==> config.mk <==
export PLATFORM = sky130hd
export DESIGN_NAME = fecc_status
export DESIGN_NICKNAME = d
export VERILOG_FILES = /design/src/hdl/fecc_pkg.sv /design/src/hdl/fecc_status.sv /design/src/hdl/fecc_decode.sv
export SDC_FILE = /design/constraint.sdc
export NUM_CORES = 1
export LEC_CHECK = 0
export ABC_AREA = 1
export BUFFER_PORTS_ARGS = -buffer_cell sky130_fd_sc_hd__buf_2
export CORE_MARGIN = 2
export CORE_UTILIZATION = 45
export DETAILED_ROUTE_END_ITERATION = 8
export GPL_ROUTABILITY_DRIVEN = 1
export PLACE_DENSITY_LB_ADDON = 0.12
export SYNTH_ARGS = -nofsm -noshare
export SYNTH_HDL_FRONTEND = slang
export SYNTH_SLANG_ARGS = --single-unit
==> constraint.sdc <==
create_clock -name aclk -period 4.82 [get_ports aclk]
set_input_delay 0.964 -clock aclk [delete_from_list [all_inputs] [get_ports aclk]]
set_output_delay 0.964 -clock aclk [all_outputs]
set_load 0.05 [all_outputs]
==> src/hdl/fecc_pkg.sv <==
package fecc_pkg;
  // ----------------------------------------------------------------
  // Geometry
  // ----------------------------------------------------------------
  localparam int UNIT_BYTES = 16;
  localparam int DATA_W     = UNIT_BYTES * 8;
  localparam int CHK_W      = 8;
  localparam int SYN_W      = CHK_W + 1;
  localparam int UADDR_W    = 22;

  // ----------------------------------------------------------------
  // Register byte offsets
  // ----------------------------------------------------------------
  localparam logic [7:0] OFS_CTRL  = 8'h00;
  localparam logic [7:0] OFS_CMD   = 8'h04;
  localparam logic [7:0] OFS_GSTAT = 8'h08;
  localparam logic [7:0] OFS_USTAT = 8'h0C;
  localparam logic [7:0] OFS_SEL   = 8'h10;
  localparam logic [7:0] OFS_SSTAT = 8'h14;
  localparam logic [7:0] OFS_TRAP  = 8'h18;

  // ----------------------------------------------------------------
  // Field positions
  // ----------------------------------------------------------------
  localparam int CTRL_DBL_EN  = 0;
  localparam int CTRL_REDUCED = 1;
  localparam int CMD_CLEAR    = 0;
  localparam int CMD_OVL_EXIT = 1;
  localparam int CMD_OVL_ENT  = 2;
  localparam int GST_SGL      = 0;
  localparam int GST_DBL      = 1;
  localparam int GST_OVL      = 2;
  localparam int UST_DCORR    = 0;
  localparam int UST_SCORR    = 1;
  localparam int UST_DBL      = 2;
  localparam int UST_DIS      = 3;
  localparam int UST_VALID    = 4;
  localparam int TRAP_VALID   = 31;

  // ----------------------------------------------------------------
  // Reset values and responses
  // ----------------------------------------------------------------
  localparam logic [1:0] CTRL_RESET = 2'h1;
  localparam logic [1:0] RESP_OKAY  = 2'h0;
  localparam logic [1:0] RESP_SLVERR = 2'h2;
endpackage

==> src/hdl/fecc_status.sv <==
// Local design decisions: the AXI4-Lite interface to the registers and the placing of the registers.
`timescale 1ns/1ps
module fecc_status #(
  parameter int UAW = fecc_pkg::UADDR_W
) (
  input  wire logic                          aclk,
  input  wire logic                          aresetn,
  input  wire logic                          rd_start,
  input  wire logic                          unit_valid,
  input  wire logic [UAW-1:0]                unit_addr,
  input  wire logic [fecc_pkg::DATA_W-1:0]   unit_data,
  input  wire logic [fecc_pkg::SYN_W-1:0]    unit_syn,
  input  wire logic                          unit_ecc_dis,
  output logic                               rd_valid,
  output logic      [fecc_pkg::DATA_W-1:0]   rd_data,
  output logic                               rd_dbl,
  input  wire logic [7:0]                    s_axi_awaddr,
  input  wire logic                          s_axi_awvalid,
  output logic                               s_axi_awready,
  input  wire logic [31:0]                   s_axi_wdata,
  input  wire logic [3:0]                    s_axi_wstrb,
  input  wire logic                          s_axi_wvalid,
  output logic                               s_axi_wready,
  output logic      [1:0]                    s_axi_bresp,
  output logic                               s_axi_bvalid,
  input  wire logic                          s_axi_bready,
  input  wire logic [7:0]                    s_axi_araddr,
  input  wire logic                          s_axi_arvalid,
  output logic                               s_axi_arready,
  output logic      [31:0]                   s_axi_rdata,
  output logic      [1:0]                    s_axi_rresp,
  output logic                               s_axi_rvalid,
  input  wire logic                          s_axi_rready
);
  // ----------------------------------------------------------------
  // Decode of the unit being read
  // ----------------------------------------------------------------
  logic [1:0]                  ctrl;
  logic [fecc_pkg::DATA_W-1:0] dec_data;
  logic                        dec_dcorr;
  logic                        dec_scorr;
  logic                        dec_dbl;
  logic                        ev;
  logic                        ev_sgl;
  logic                        ev_dbl;

  fecc_decode u_dec (
    .data_in   (unit_data),
    .syn_in    (unit_syn),
    .dbl_en    (ctrl[fecc_pkg::CTRL_DBL_EN]),
    .data_out  (dec_data),
    .data_corr (dec_dcorr),
    .syn_corr  (dec_scorr),
    .dbl_err   (dec_dbl)
  );

  assign ev     = unit_valid && !unit_ecc_dis;
  assign ev_sgl = ev && (dec_dcorr || dec_scorr);
  assign ev_dbl = ev && dec_dbl;

  // ----------------------------------------------------------------
  // Write channel
  // ----------------------------------------------------------------
  logic [7:0]  aw_addr;
  logic [31:0] w_data;
  logic [3:0]  w_strb;
  logic        wr_do;
  logic        wr_ok;
  logic [UAW-1:0] sel;
  logic        cmd_clear;
  logic        cmd_exit;
  logic        ovl_act;

  assign wr_do = !s_axi_awready && !s_axi_wready && !s_axi_bvalid;
  assign wr_ok = aw_addr == fecc_pkg::OFS_CTRL || aw_addr == fecc_pkg::OFS_CMD
              || aw_addr == fecc_pkg::OFS_SEL;
  assign cmd_clear = wr_do && aw_addr == fecc_pkg::OFS_CMD && w_strb[0]
                  && w_data[fecc_pkg::CMD_CLEAR];
  assign cmd_exit = wr_do && aw_addr == fecc_pkg::OFS_CMD && w_strb[0]
                 && w_data[fecc_pkg::CMD_OVL_EXIT] && ovl_act;

  always_ff @(posedge aclk) begin
    if (!aresetn) begin
      s_axi_awready <= 1'b1;
      aw_addr       <= 8'h00;
    end else if (s_axi_awvalid && s_axi_awready) begin
      s_axi_awready <= 1'b0;
      aw_addr       <= {s_axi_awaddr[7:2], 2'b00};
    end else if (s_axi_bvalid && s_axi_bready) begin
      s_axi_awready <= 1'b1;
    end
  end

  always_ff @(posedge aclk) begin
    if (!aresetn) begin
      s_axi_wready <= 1'b1;
      w_data       <= 32'h0000_0000;
      w_strb       <= 4'h0;
    end else if (s_axi_wvalid && s_axi_wready) begin
      s_axi_wready <= 1'b0;
      w_data       <= s_axi_wdata;
      w_strb       <= s_axi_wstrb;
    end else if (s_axi_bvalid && s_axi_bready) begin
      s_axi_wready <= 1'b1;
    end
  end

  always_ff @(posedge aclk) begin
    if (!aresetn) begin
      s_axi_bvalid <= 1'b0;
      s_axi_bresp  <= fecc_pkg::RESP_OKAY;
    end else if (wr_do) begin
      s_axi_bvalid <= 1'b1;
      s_axi_bresp  <= wr_ok ? fecc_pkg::RESP_OKAY : fecc_pkg::RESP_SLVERR;
    end else if (s_axi_bready) begin
      s_axi_bvalid <= 1'b0;
    end
  end

  // ----------------------------------------------------------------
  // Control, selection and overlay state
  // ----------------------------------------------------------------
  always_ff @(posedge aclk) begin
    if (!aresetn) begin
      ctrl <= fecc_pkg::CTRL_RESET;
    end else if (wr_do && aw_addr == fecc_pkg::OFS_CTRL && w_strb[0]) begin
      ctrl <= w_data[1:0];
    end
  end

  always_ff @(posedge aclk) begin
    if (!aresetn) begin
      sel <= '0;
    end else if (wr_do && aw_addr == fecc_pkg::OFS_SEL) begin
      for (int i = 0; i < UAW; i++) begin
        if (w_strb[i / 8]) sel[i] <= w_data[i];
      end
    end
  end

  always_ff @(posedge aclk) begin
    if (!aresetn) begin
      ovl_act <= 1'b0;
    end else if (cmd_exit) begin
      ovl_act <= 1'b0;
    end else if (wr_do && aw_addr == fecc_pkg::OFS_CMD && w_strb[0]
                 && w_data[fecc_pkg::CMD_OVL_ENT]) begin
      ovl_act <= 1'b1;
    end
  end

  // ----------------------------------------------------------------
  // Global sticky flags, set wins over clear
  // ----------------------------------------------------------------
  logic g_sgl;
  logic g_dbl;

  always_ff @(posedge aclk) begin
    if (!aresetn) begin
      g_sgl <= 1'b0;
      g_dbl <= 1'b0;
    end else begin
      g_sgl <= ev_sgl || (g_sgl && !(cmd_clear || cmd_exit));
      g_dbl <= ev_dbl || (g_dbl && !(cmd_clear || cmd_exit));
    end
  end

  // ----------------------------------------------------------------
  // Per-unit status: last unit read and selected unit
  // ----------------------------------------------------------------
  logic [4:0] ust;
  logic [4:0] sst;
  logic [4:0] cur;

  assign cur = {1'b1, unit_ecc_dis, ev && dec_dbl, ev && dec_scorr, ev && dec_dcorr};

  always_ff @(posedge aclk) begin
    if (!aresetn) begin
      ust <= 5'h00;
      sst <= 5'h00;
    end else if (unit_valid) begin
      ust <= cur;
      if (unit_addr == sel) sst <= cur;
    end
  end

  // ----------------------------------------------------------------
  // Address trap
  // ----------------------------------------------------------------
  logic [UAW-1:0] trap_addr;
  logic           trap_val;
  logic           trap_held;
  logic           trap_cap;

  assign trap_cap = ev_dbl || (ev_sgl && !ctrl[fecc_pkg::CTRL_REDUCED]);

  always_ff @(posedge aclk) begin
    if (!aresetn) begin
      trap_addr <= '0;
      trap_val  <= 1'b0;
      trap_held <= 1'b0;
    end else if (trap_cap && (rd_start || !trap_held)) begin
      trap_addr <= unit_addr;
      trap_val  <= 1'b1;
      trap_held <= 1'b1;
    end else if (rd_start) begin
      trap_held <= 1'b0;
    end
  end

  // ----------------------------------------------------------------
  // Read data path to the host
  // ----------------------------------------------------------------
  always_ff @(posedge aclk) begin
    if (!aresetn) begin
      rd_valid <= 1'b0;
      rd_data  <= '0;
      rd_dbl   <= 1'b0;
    end else begin
      rd_valid <= unit_valid;
      rd_dbl   <= ev_dbl;
      if (unit_valid) rd_data <= unit_ecc_dis ? unit_data : dec_data;
    end
  end

  // ----------------------------------------------------------------
  // Read channel
  // ----------------------------------------------------------------
  logic [31:0] rmux;
  logic        rok;

  always_comb begin
    rmux = 32'h0000_0000;
    rok  = 1'b1;
    unique case ({s_axi_araddr[7:2], 2'b00})
      fecc_pkg::OFS_CTRL:  rmux[1:0] = ctrl;
      fecc_pkg::OFS_CMD:   rmux = 32'h0000_0000;
      fecc_pkg::OFS_GSTAT: rmux[2:0] = {ovl_act, g_dbl, g_sgl};
      fecc_pkg::OFS_USTAT: rmux[4:0] = ust;
      fecc_pkg::OFS_SEL:   rmux[UAW-1:0] = sel;
      fecc_pkg::OFS_SSTAT: rmux[4:0] = sst;
      fecc_pkg::OFS_TRAP: begin
        rmux[UAW-1:0] = trap_addr;
        rmux[fecc_pkg::TRAP_VALID] = trap_val;
      end
      default: rok = 1'b0;
    endcase
  end

  always_ff @(posedge aclk) begin
    if (!aresetn) begin
      s_axi_arready <= 1'b1;
      s_axi_rvalid  <= 1'b0;
      s_axi_rdata   <= 32'h0000_0000;
      s_axi_rresp   <= fecc_pkg::RESP_OKAY;
    end else if (s_axi_arvalid && s_axi_arready) begin
      s_axi_arready <= 1'b0;
      s_axi_rvalid  <= 1'b1;
      s_axi_rdata   <= rmux;
      s_axi_rresp   <= rok ? fecc_pkg::RESP_OKAY : fecc_pkg::RESP_SLVERR;
    end else if (s_axi_rvalid && s_axi_rready) begin
      s_axi_arready <= 1'b1;
      s_axi_rvalid  <= 1'b0;
    end
  end

  // ----------------------------------------------------------------
  // Assertions
  // ----------------------------------------------------------------
  property p_dbl_flag;
    @(posedge aclk) disable iff (!aresetn) ev_dbl |=> g_dbl && rd_dbl;
  endproperty
  a_dbl_flag: assert property (p_dbl_flag) else $error("double error not flagged");

  property p_sgl_flag;
    @(posedge aclk) disable iff (!aresetn) ev_sgl |=> g_sgl;
  endproperty
  a_sgl_flag: assert property (p_sgl_flag) else $error("single error not flagged");

  property p_sticky;
    @(posedge aclk) disable iff (!aresetn)
      g_sgl && !cmd_clear && !cmd_exit |=> g_sgl;
  endproperty
  a_sticky: assert property (p_sticky) else $error("flag dropped without clear");

  property p_clear;
    @(posedge aclk) disable iff (!aresetn)
      cmd_clear && !ev |=> !g_sgl && !g_dbl;
  endproperty
  a_clear: assert property (p_clear) else $error("clear command ignored");

  property p_exit;
    @(posedge aclk) disable iff (!aresetn)
      cmd_exit && !ev |=> !g_sgl && !g_dbl && !ovl_act;
  endproperty
  a_exit: assert property (p_exit) else $error("overlay exit did not clear");

  property p_sel_indep;
    @(posedge aclk) disable iff (!aresetn)
      !ev && !cmd_clear && !cmd_exit |=> $stable(g_sgl) && $stable(g_dbl);
  endproperty
  a_sel_indep: assert property (p_sel_indep) else $error("flags moved without event");

  property p_first;
    @(posedge aclk) disable iff (!aresetn)
      trap_held && !rd_start |=> $stable(trap_addr);
  endproperty
  a_first: assert property (p_first) else $error("trap overwritten in same read");

  property p_capture;
    @(posedge aclk) disable iff (!aresetn)
      trap_cap && !trap_held |=> trap_val && trap_addr == $past(unit_addr);
  endproperty
  a_capture: assert property (p_capture) else $error("trap missed error address");

  property p_reduced;
    @(posedge aclk) disable iff (!aresetn)
      ctrl[fecc_pkg::CTRL_REDUCED] && !ev_dbl ##1 !rd_start |-> $stable(trap_addr);
  endproperty
  a_reduced: assert property (p_reduced) else $error("reduced trap took single error");

  property p_disabled;
    @(posedge aclk) disable iff (!aresetn)
      unit_valid && unit_ecc_dis |=> !rd_dbl && rd_data == $past(unit_data);
  endproperty
  a_disabled: assert property (p_disabled) else $error("disabled unit was checked");
endmodule

==> src/hdl/fecc_decode.sv <==
`timescale 1ns/1ps
module fecc_decode #(
  parameter int DW = fecc_pkg::DATA_W,
  parameter int CW = fecc_pkg::CHK_W
) (
  input  wire logic [DW-1:0] data_in,
  input  wire logic [CW:0]   syn_in,
  input  wire logic          dbl_en,
  output logic      [DW-1:0] data_out,
  output logic               data_corr,
  output logic               syn_corr,
  output logic               dbl_err
);
  // ----------------------------------------------------------------
  // Hamming check over data bits placed at non-power-of-two positions
  // ----------------------------------------------------------------
  function automatic logic [CW-1:0] calc(input logic [DW-1:0] d);
    logic [CW-1:0] c;
    int            k;
    c = '0;
    k = 0;
    for (int p = 3; p <= DW + CW; p++) begin
      if ((p & (p - 1)) != 0 && k < DW) begin
        if (d[k]) c = c ^ CW'(p);
        k++;
      end
    end
    return c;
  endfunction

  logic [CW-1:0] syndrome;
  logic          par_err;
  logic          onehot;
  logic [DW-1:0] flip;
  int            k;

  always_comb begin
    syndrome = calc(data_in) ^ syn_in[CW-1:0];
    par_err  = (^data_in) ^ (^syn_in);
    onehot   = (syndrome != '0) && ((syndrome & (syndrome - 1'b1)) == '0);
    flip     = '0;
    k        = 0;
    for (int p = 3; p <= DW + CW; p++) begin
      if ((p & (p - 1)) != 0 && k < DW) begin
        if (syndrome == CW'(p)) flip[k] = 1'b1;
        k++;
      end
    end
    // One data bit plus one syndrome bit leaves parity even: double
    if (dbl_en) begin
      dbl_err   = (syndrome != '0 && !par_err) || (par_err && !onehot
                  && syndrome != '0 && flip == '0);
      syn_corr  = par_err && (syndrome == '0 || onehot);
      data_corr = par_err && flip != '0;
    end else begin
      dbl_err   = 1'b0;
      syn_corr  = onehot;
      data_corr = flip != '0;
    end
    data_out = data_corr ? (data_in ^ flip) : data_in;
  end
endmodule

# --- Word-level counts from Yosys, hierarchy flattened ---
# Index checks and enable logic that the tools add are counted.
totals:
  reg_bits: 265
  inputBits: 221
classes:
  addsub: 1
  eq_ne: 155
  n_mux: 398
  bitwise_logic: 131
  n_reduce_logical: 65
ops:
  columns: ["cell", "n"]
  rows:
  - ["$mux 128", 5]
  - ["$eq 8x7->1 const B", 63]
  - ["$mux 7", 64]
  - ["$eq 8x6->1 const B", 31]
  - ["$mux 6", 32]
  - ["$mux 22", 7]
  - ["$not 4->4", 36]
  - ["$eq 8x5->1 const B", 16]
  - ["$logic_not 128->1", 1]
  - ["$reduce_bool 128->1", 1]
  - ["$reduce_xor 128->1", 1]
  - ["$xor 128x128->128", 1]
  - ["$mux 127", 1]
  - ["$mux 126", 1]
  - ["$mux 125", 1]
  - ["$mux 124", 1]
  - ["$mux 123", 1]
  - ["$mux 122", 1]
  - ["$mux 121", 1]
  - ["$mux 120", 1]
  - ["$mux 119", 1]
  - ["$mux 118", 1]
  - ["$mux 117", 1]
  - ["$mux 116", 1]
  - ["144 further kinds", 480]

# --- Logic depth before layout (Yosys ltp) ---
# Gate-level depths: netlist of run 1.
depth:
  depth_word: 397
  depth_mapped: 39
  mapped_depth_nobuf: 37

# --- By module ---
# A second synthesis of run 1 with hierarchy kept.
hier_totals:
  cells_unflattened: 3776
  hier_area_um2: 20754.9
modules_own_cells:
  columns: ["module", "instances", "cells_per_inst", "area_per_inst_um2"]
  rows:
  - ["fecc_status", 1, 1726, 11408.4]
  - ["fecc_decode", 1, 2050, 9346.5]

# --- Worst setup path after synthesis of run 1 ---
# Ideal clock, no wire load.
synth_path:
  path_kind: "in2reg"
  startpoint: "in unit_data[47] (netlist name)"
  endpoint: "reg trap_addr[0]"
  setup_ps: 113
  arrival_ps: 3942
  required_ps: 4707
  path_slack_ps: 765
  path_stages: 38
  n_path_buf: 3
  path_cell_list: "buf_2 > inv_2 > nand2_1 > nand2_1 > inv_1 > nand2_1 > nand2_1 > nand2_1 > nand2_1 > nand2_1 > inv_1 > nor2_1 > nand2_1 > nand2_1 > nand2_1 > nand2_1 > nand2_1 > nand2_2 > (+2 left out) > buf_2 > nand3_1 > nand2_1 > nor2_1 > nand2_1 > inv_2 > nand3_1 > nor2_4 > nand2_4 > nand2_1 > nand2_1 > nand2_1 > nand2_1 > nand2_2 > buf_4 > nand2_1 > nand2_1 > nor2_1"
synth_via:
  elab_chain_len: 261
synth_rtl:
  columns: ["item", "line_no", "source"]
  rows:
  - ["from (decl)", "fecc_status.sv:11", "input wire logic [fecc_pkg::DATA_W-1:0] unit_data,"]
  - ["$mux 6", "fecc_decode.sv:24", "if (d[k]) c = c ^ CW'(p);"]
  - ["$not 5->5 (no source line)", null, null]
  - ["$mux 6", "fecc_decode.sv:24", null]
  - ["$mux 6 or $not 3->3 (tied branches)", null, null]
  - ["$mux 6", "fecc_decode.sv:24", null]
  - ["$not 4->4 (no source line) or $mux 6 (tied branches)", null, null]
  - ["$mux 6", "fecc_decode.sv:24", null]
  - ["$not 5->5 (no source line) or $not 4->4 (tied branches)", null, null]
  - ["(+245 left out)", null, null]
  - ["$logic_and 1x1->1", "fecc_decode.sv:54", "data_corr = par_err && flip != '0;"]
  - ["$mux 1", "fecc_decode.sv:50", "if (dbl_en) begin"]
  - ["$logic_or 1x1->1", "fecc_status.sv:58", "assign ev_sgl = ev && (dec_dcorr || dec_scorr);"]
  - ["$logic_and 1x1->1", "fecc_status.sv:58", null]
  - ["$logic_and 1x1->1", "fecc_status.sv:195", "assign trap_cap = ev_dbl || (ev_sgl && !ctrl[fecc_pkg::CTRL_REDUCED]);"]
  - ["$logic_or 1x1->1 *", "fecc_status.sv:195", null]
  - ["$logic_and 1x1->1 *", "fecc_status.sv:202", "end else if (trap_cap && (rd_start || !trap_held)) begin"]
  - ["$ne 2x1->1 (no source line) *", null, null]
  - ["to (signal assigned)", "fecc_status.sv:203", "trap_addr <= unit_addr;"]
  - ["to (decl)", "fecc_status.sv:190", "logic [UAW-1:0] trap_addr;"]
# Every way passes the cells marked *; elsewhere a longest branch is shown, timed or not.
# A chain may end at the register's enable or synchronous reset.

# --- Final worst setup path of run 1 ---
layout_path:
  startpoint: "in unit_data[47] (netlist name)"
  endpoint: "reg rd_data[41] (netlist name)"
layout_via:
  elab_chain_len: 259
layout_rtl:
  columns: ["item", "line_no", "source"]
  rows:
  - ["$mux 6", "fecc_decode.sv:24", null]
  - ["$not 5->5 (no source line)", null, null]
  - ["$mux 6", "fecc_decode.sv:24", null]
  - ["$mux 6 or $not 3->3 (tied branches)", null, null]
  - ["$mux 6", "fecc_decode.sv:24", null]
  - ["$not 4->4 (no source line) or $mux 6 (tied branches)", null, null]
  - ["$mux 6", "fecc_decode.sv:24", null]
  - ["$not 5->5 (no source line) or $not 4->4 (tied branches)", null, null]
  - ["(+242 left out)", null, null]
  - ["$mux 127", "fecc_decode.sv:45", "if (syndrome == CW'(p)) flip[k] = 1'b1;"]
  - ["$mux 128", "fecc_decode.sv:45", null]
  - ["$reduce_bool 128->1", "fecc_decode.sv:54, fecc_decode.sv:58", null]
  - ["$logic_and 1x1->1", "fecc_decode.sv:54", null]
  - ["$mux 1", "fecc_decode.sv:50", null]
  - ["$mux 128 *", "fecc_decode.sv:60", "data_out = data_corr ? (data_in ^ flip) : data_in;"]
  - ["$mux 128 * (2 in series)", "fecc_status.sv:222", "if (unit_valid) rd_data <= unit_ecc_dis ? unit_data : dec_data;"]
  - ["$mux 128 *", "fecc_status.sv:215", "if (!aresetn) begin"]
  - ["to (signal assigned)", "fecc_status.sv:222", null]
  - ["to (decl)", "fecc_status.sv:15", "output logic [fecc_pkg::DATA_W-1:0] rd_data,"]
# Every way passes the cells marked *; elsewhere a longest branch is shown, timed or not. The select of a mux whose other input is x is not followed.

==> results of run 1 <==
==> cell type report <==
class,instances,area (µm²)
clock inverter,12,127.6
tap,532,665.6
timing repair buffer,793,5176
fill,4055,15970
antenna,4,10.01
inverter,372,1403
clock buffer,40,817.0
multi-input combinational,2433,11430
sequential,252,5045
==> metal layers <==
metal  global-route usage, %  vias to the layer above  part of all wire, %
met5                       0                        -                    0
met4                   19.41                        0                  6.0
met3                   4.415                      168                  7.4
met2                   58.35                      921                   44
met1                   46.33                    10340                   42
li1                        -                    11360                    -
==> synthesized netlist by cell type (all sizes together) <==
cell | number | area share [%]
nand2 | 1269 | 26
inv | 368 | 7.5
nand3 | 316 | 8.7
nor2 | 270 | 5.9
dfxtp | 252 | 27
o21ai | 177 | 4.8
xnor2 | 83 | 4.0
buf | 78 | 2.6
xor2 | 73 | 3.5
a21oi | 52 | 1.4
clkbuf | 52 | 1.1
nand4 | 37 | 1.3
nand3b | 34 | 1.4
a211oi | 22 | 0.90
nor3 | 20 | 0.63
o21bai | 12 | 0.49
a22oi | 10 | 0.41
a21o | 7 | 0.29
o22ai | 7 | 0.24
o221ai | 6 | 0.29
a31oi | 5 | 0.17
clkinv | 4 | 0.082
nor4 | 4 | 0.14
or2 | 4 | 0.14
a21boi | 2 | 0.082
a22o | 2 | 0.095
a31o | 2 | 0.095
a2111oi | 1 | 0.048
a221o | 1 | 0.054
a221oi | 1 | 0.048
a41oi | 1 | 0.048
and3 | 1 | 0.034
conb | 1 | 0.020
o211ai | 1 | 0.041
o31ai | 1 | 0.041
o41ai | 1 | 0.048
==> stage by stage <==
step | power, µW | hold WS [ns]
6_report | 10950 | 0.4482
2_1_floorplan | 5850 | 0.4269
3_5_place_dp | 8537 | 0.4344
4_1_cts | 10760 | 0.4498
5_1_grt | 11500 | 0.4633
3_3_place_gp | 8470 | 0.4320
==> flip-flops by register name, indices dropped and copies added, names as in the netlist, 2 cells and up <==
signal       cells
rd_data        128
s_axi_rdata     23
sel             22
trap_addr       22
w_data          22
aw_addr          6
sst              5
ust              5
w_strb           3
ctrl             2
==> what timing repair did <==
| item | CTS | global route |
|---|---|---|
| setup endpoints to repair | 0 | 127 |
| gates resized for setup | 0 | 29 |
| hold buffers | 0 | 0 |
| buffers inserted | 0 | 3 |
==> cells by family (layout without fill, tap and decap cells) <==
logic type | count (synthesis) | count (layout) | share of synthesized area [%]
simple gates | 1955 | 1955 | 44.29
buf+inv | 502 | 1217 | 11.20
compound gates | 311 | 311 | 9.617
flops | 252 | 252 | 27.40
xor+xnor | 156 | 156 | 7.463
other cells | 1 | 15 | 0.02037
==> worst max-delay path, delay by kind of cell <==
| kind | cells | cell delay (ns) |
|---|---|---|
| and+or+nand+nor | 27 | 2.84 |
| buffers and inverters | 10 | 1.18 |
==> final timing paths <==
kind	from	slack (ns)	depth (start not counted)	end
min	rd_data[96]	0.45	2	rd_data[96]
max reg2reg	s_axi_awready	2.46	7	sel[10]
max	unit_data[47]	0.28	37	rd_data[41]
min reg2reg	rd_data[96]	0.45	2	rd_data[96]
==> report_power, final <==
part	internal [µW]	switching, µW
registers	2270	80.2
clock network	1290	919
logic	2250	4140
total	5810	5140
==> impl_metrics.toml, run 1 <==
[clock_network]
clk_path_buf_depth = 3
cts_buffers = 28
cts_tree = "yes"
path_clk_slew_ns = 0.06
cts.sinks = 252
cts_max_level = 1
insertion_delay_ns = 0.57
cts_root_buf = "clkbuf_16"

[hold_path]
hold_class = "reg2reg"

[placement]
dpl_worst_slack_ns = -0.4368
post-dp-hpwl_um = 65070
gp_congestion = 1.016
port_buffers = 365
post_dp_cell_area_um2 = 23600
dp_cells = 4379

[synth]
synth_seq_cells = 252
ys_warn_count = 0
syn-cell-area_um2 = 18410
postSynthAreaPerCell_um2 = 5.794
ys_seq_area_share_pct = 27.40
ys_types = 51
synthCells = 3177

[routing]
wire_per_inst_um = 17.77
viasPerCell = 5.135
postRouteAntennaNets = 0
drt_iter0_markers = 1711
via_count = 22790
drcViolationCount = 0
dr.pass1.iters = 5
wirelength_um = 78850

[layout]
final_common_cell = "nand2_1"
fin_area_um2 = 24670
syn_to_final_growth_pct = 34.02
fin_cells = 4438
post-route-util_pct = 60.70
nNetsFinal = 4101
drive_gt1_share_pct = 23.86
final_cell_mix = "nand2_1 (1,249), buf_4 (415), buf_2 (365)"

[setup_path]
cp_slowest_cell = "nor3_4"
worst_setup_path_end_kind = "register"
path_class = "in2reg"
cp_max_fo = 8
cp.required_ns = 5.28
cpPeakStageDelay_ns = 0.27
cp.arrival_ns = 5.00
cpMostUsedCell = "nand2_1"
crit_path_start_kind = "input pin"

[status]
status = "finished clean"

[floorplanning]
initial_core_util_pct = 45.29
fp.dieH_um = 206.3
design.core.area_um2 = 40650
pin_count = 392
dieWidth_um = 206.3
dieArea_um2 = 42540
core.rowCount = 74

[timing]
fin_tns_setup_ns = 0
final.period_utilization_pct = 94.09
rsz0062_at_grt = "false"
fin_crit_ns = 4.535
final-hold-violation-count = 0
fmax_mhz = 220.5
finClkSkew_ns = 0.02052
drv_slew = 0
maxSlewHeadroom_pct = 34.29
setup_ws_ns = 0.2848
finalSetupViolCount = 0
tightestPinTransition_ns = 0.9833

[global_routing]
antenna_found_initial = 2
overflow = 0
grt_usage_pct = 35.91
grt_max_degree = 70
first_global_vias = 20880
grt_first_pass_wirelength_um = 116200

[power]
vdd_drop_max_mv = 0.3481
p_leak_uw = 0.01381
power.density_nw_per_um2 = 443.8

[job]
cap_violations = 0
No activity file was read; power rests on OpenSTA's default activity.
==> inputs of run 2 (changes only) <==
- PLACE_DENSITY: unset -> 0.68
- PLACE_DENSITY_LB_ADDON: 0.12 -> unset
==> impl_metrics.toml, run 2 (same netlist as run 1, synthesis figures left out) <==
[job]
cap_violations = 0

[clock_network]
cts_tree = "yes"
insertion_delay_ns = 0.58
path_clk_slew_ns = 0.06
cts_root_buf = "clkbuf_16"
cts_buffers = 29
cts_hold_buffers = 0
cts_max_level = 1
cts.sinks = 252
clk_path_buf_depth = 3

[routing]
via_count = 22170
drcViolationCount = 0
drt_iter0_markers = 2089
viasPerCell = 5.078
wirelength_um = 73230
wire_per_inst_um = 16.77
dr.pass1.iters = 6
postRouteAntennaNets = 0

[setup_path]
r2r_start = "s_axi_awready"
startpoint = "unit_data[83]"
worst_setup_path_end_kind = "register"
cpMostUsedCell = "nand2_1"
cp.required_ns = 5.33
path_class = "in2reg"
crit_path_start_kind = "input pin"
r2r_setup_slack_ns = 2.42
r2r_cells = 7
reg2reg_to = "sel[9]"
cpPeakStageDelay_ns = 0.25
cp.arrival_ns = 4.99
cp_max_fo = 12
cp_slowest_cell = "buf_4"
endpoint = "rd_data[27]"

[power]
seq_power_share_pct = 21.3
vdd_drop_max_mv = 0.3782
p_leak_uw = 0.01350
power.share.combinational_pct = 58.5
power_switching_uw = 5035
pwr-share-clk_pct = 20.2
power.internal_uw = 5962
power.density_nw_per_um2 = 454.5
netSwitchingFraction_pct = 45.79

[placement]
gp_congestion = 1.041
dp_cells = 4311
post_dp_cell_area_um2 = 23210
port_buffers = 365
post-dp-hpwl_um = 59320

[timing]
finClkSkew_ns = 0.01638
fin_crit_ns = 4.485
fmax_mhz = 223.0
final.period_utilization_pct = 93.05
tightestPinTransition_ns = 1.018
finalSetupViolCount = 0
maxSlewHeadroom_pct = 32.14
drv_slew = 0
final-hold-violation-count = 0

[layout]
final_cell_mix = "nand2_1 (1,256), buf_2 (365), buf_4 (338)"
fill_cells = 4112
drive_gt1_share_pct = 22.20
final_common_cell = "nand2_1"
fin_area_um2 = 24200
syn_to_final_growth_pct = 31.43
nNetsFinal = 4032
multi_input_area_um2 = 11360
largest_reg_flops = 128
post-route-util_pct = 59.53
largestRegisters = "rd_data x128, s_axi_rdata x23"
fin_cells = 4367
regMostFlops = "rd_data"
seq_area_um2 = 5045

[floorplanning]
pin_count = 392
fp.dieH_um = 206.3
dieArea_um2 = 42540
dieWidth_um = 206.3
design.core.area_um2 = 40650
core.rowCount = 74
initial_core_util_pct = 45.29

[status]
status = "finished clean"

[global_routing]
grt_first_pass_wirelength_um = 109100
first_global_vias = 19760
grt_max_degree = 125
grt_usage_pct = 33.36
overflow = 0
antenna_found_initial = 2

[hold_path]
hold_class = "reg2reg"
## run 2: repair_timing
item	in CTS	in global routing
setup endpoints to repair	0	17
resized for setup	0	5
setup buffers	0	1
## run 2: worst min path at each step
stage,from,to,slack (ns),depth (start not counted)
finish,rd_data[5],rd_data[5],0.45,2
global route,rd_data[5],rd_data[5],0.46,2
CTS,rd_data[110],rd_data[110],0.45,2
detailed placement,rd_data[110],rd_data[110],0.43,2
global placement,rd_data[3],rd_data[3],0.43,2
floorplan,ust[2],ust[2],0.43,2
## run 2: layout make-up
type	instances	area share, %
well taps	532	2.751
multi-input cells	2433	46.96
diodes	2	0.02068
repair buffers	723	19.69
flip-flops and latches	252	20.85
clock inverters	14	0.4654
inverters	372	5.776
clock buffers	39	3.485
## run 2: stage by stage
stage,power [µW],TNS [ns],hold slack [ns],setup slack (ns)
6_report,11000,0,0.4484,0.3351
5_1_grt,11590,-0.01344,0.4612,-0.006565
4_1_cts,10880,0,0.4483,0.4452
3_5_place_dp,8653,-4.527,0.4343,-0.1479
3_3_place_gp,8607,-2.583,0.4324,-0.1288
2_1_floorplan,5850,0,0.4269,0.7653
## run 2: metal layers
metal | vias to the layer above | global-route usage, % | wire [µm]
li1 | 11230 | - | -
met1 | 9819 | 42.56 | 30390
met2 | 936 | 53.74 | 31930
met3 | 189 | 4.699 | 6048
met4 | 0 | 19.31 | 4863
met5 | - | 0 | 0
## run 2: power groups by stage
stage	registers [µW]	logic, µW	clock network, µW
2_1_floorplan	2660	3190	0
3_3_place_gp	2390	6220	0
3_5_place_dp	2390	6260	0
4_1_cts	2350	6290	2250
5_1_grt	2370	6910	2320
6_report	2350	6430	2220
## run 2: critical path: cells and delay by family
family                 cells  cell delay [ns]
and+or+nand+nor           21             2.13
buffers and inverters      9             1.33
AOI/OAI and AO/OA          3             0.56
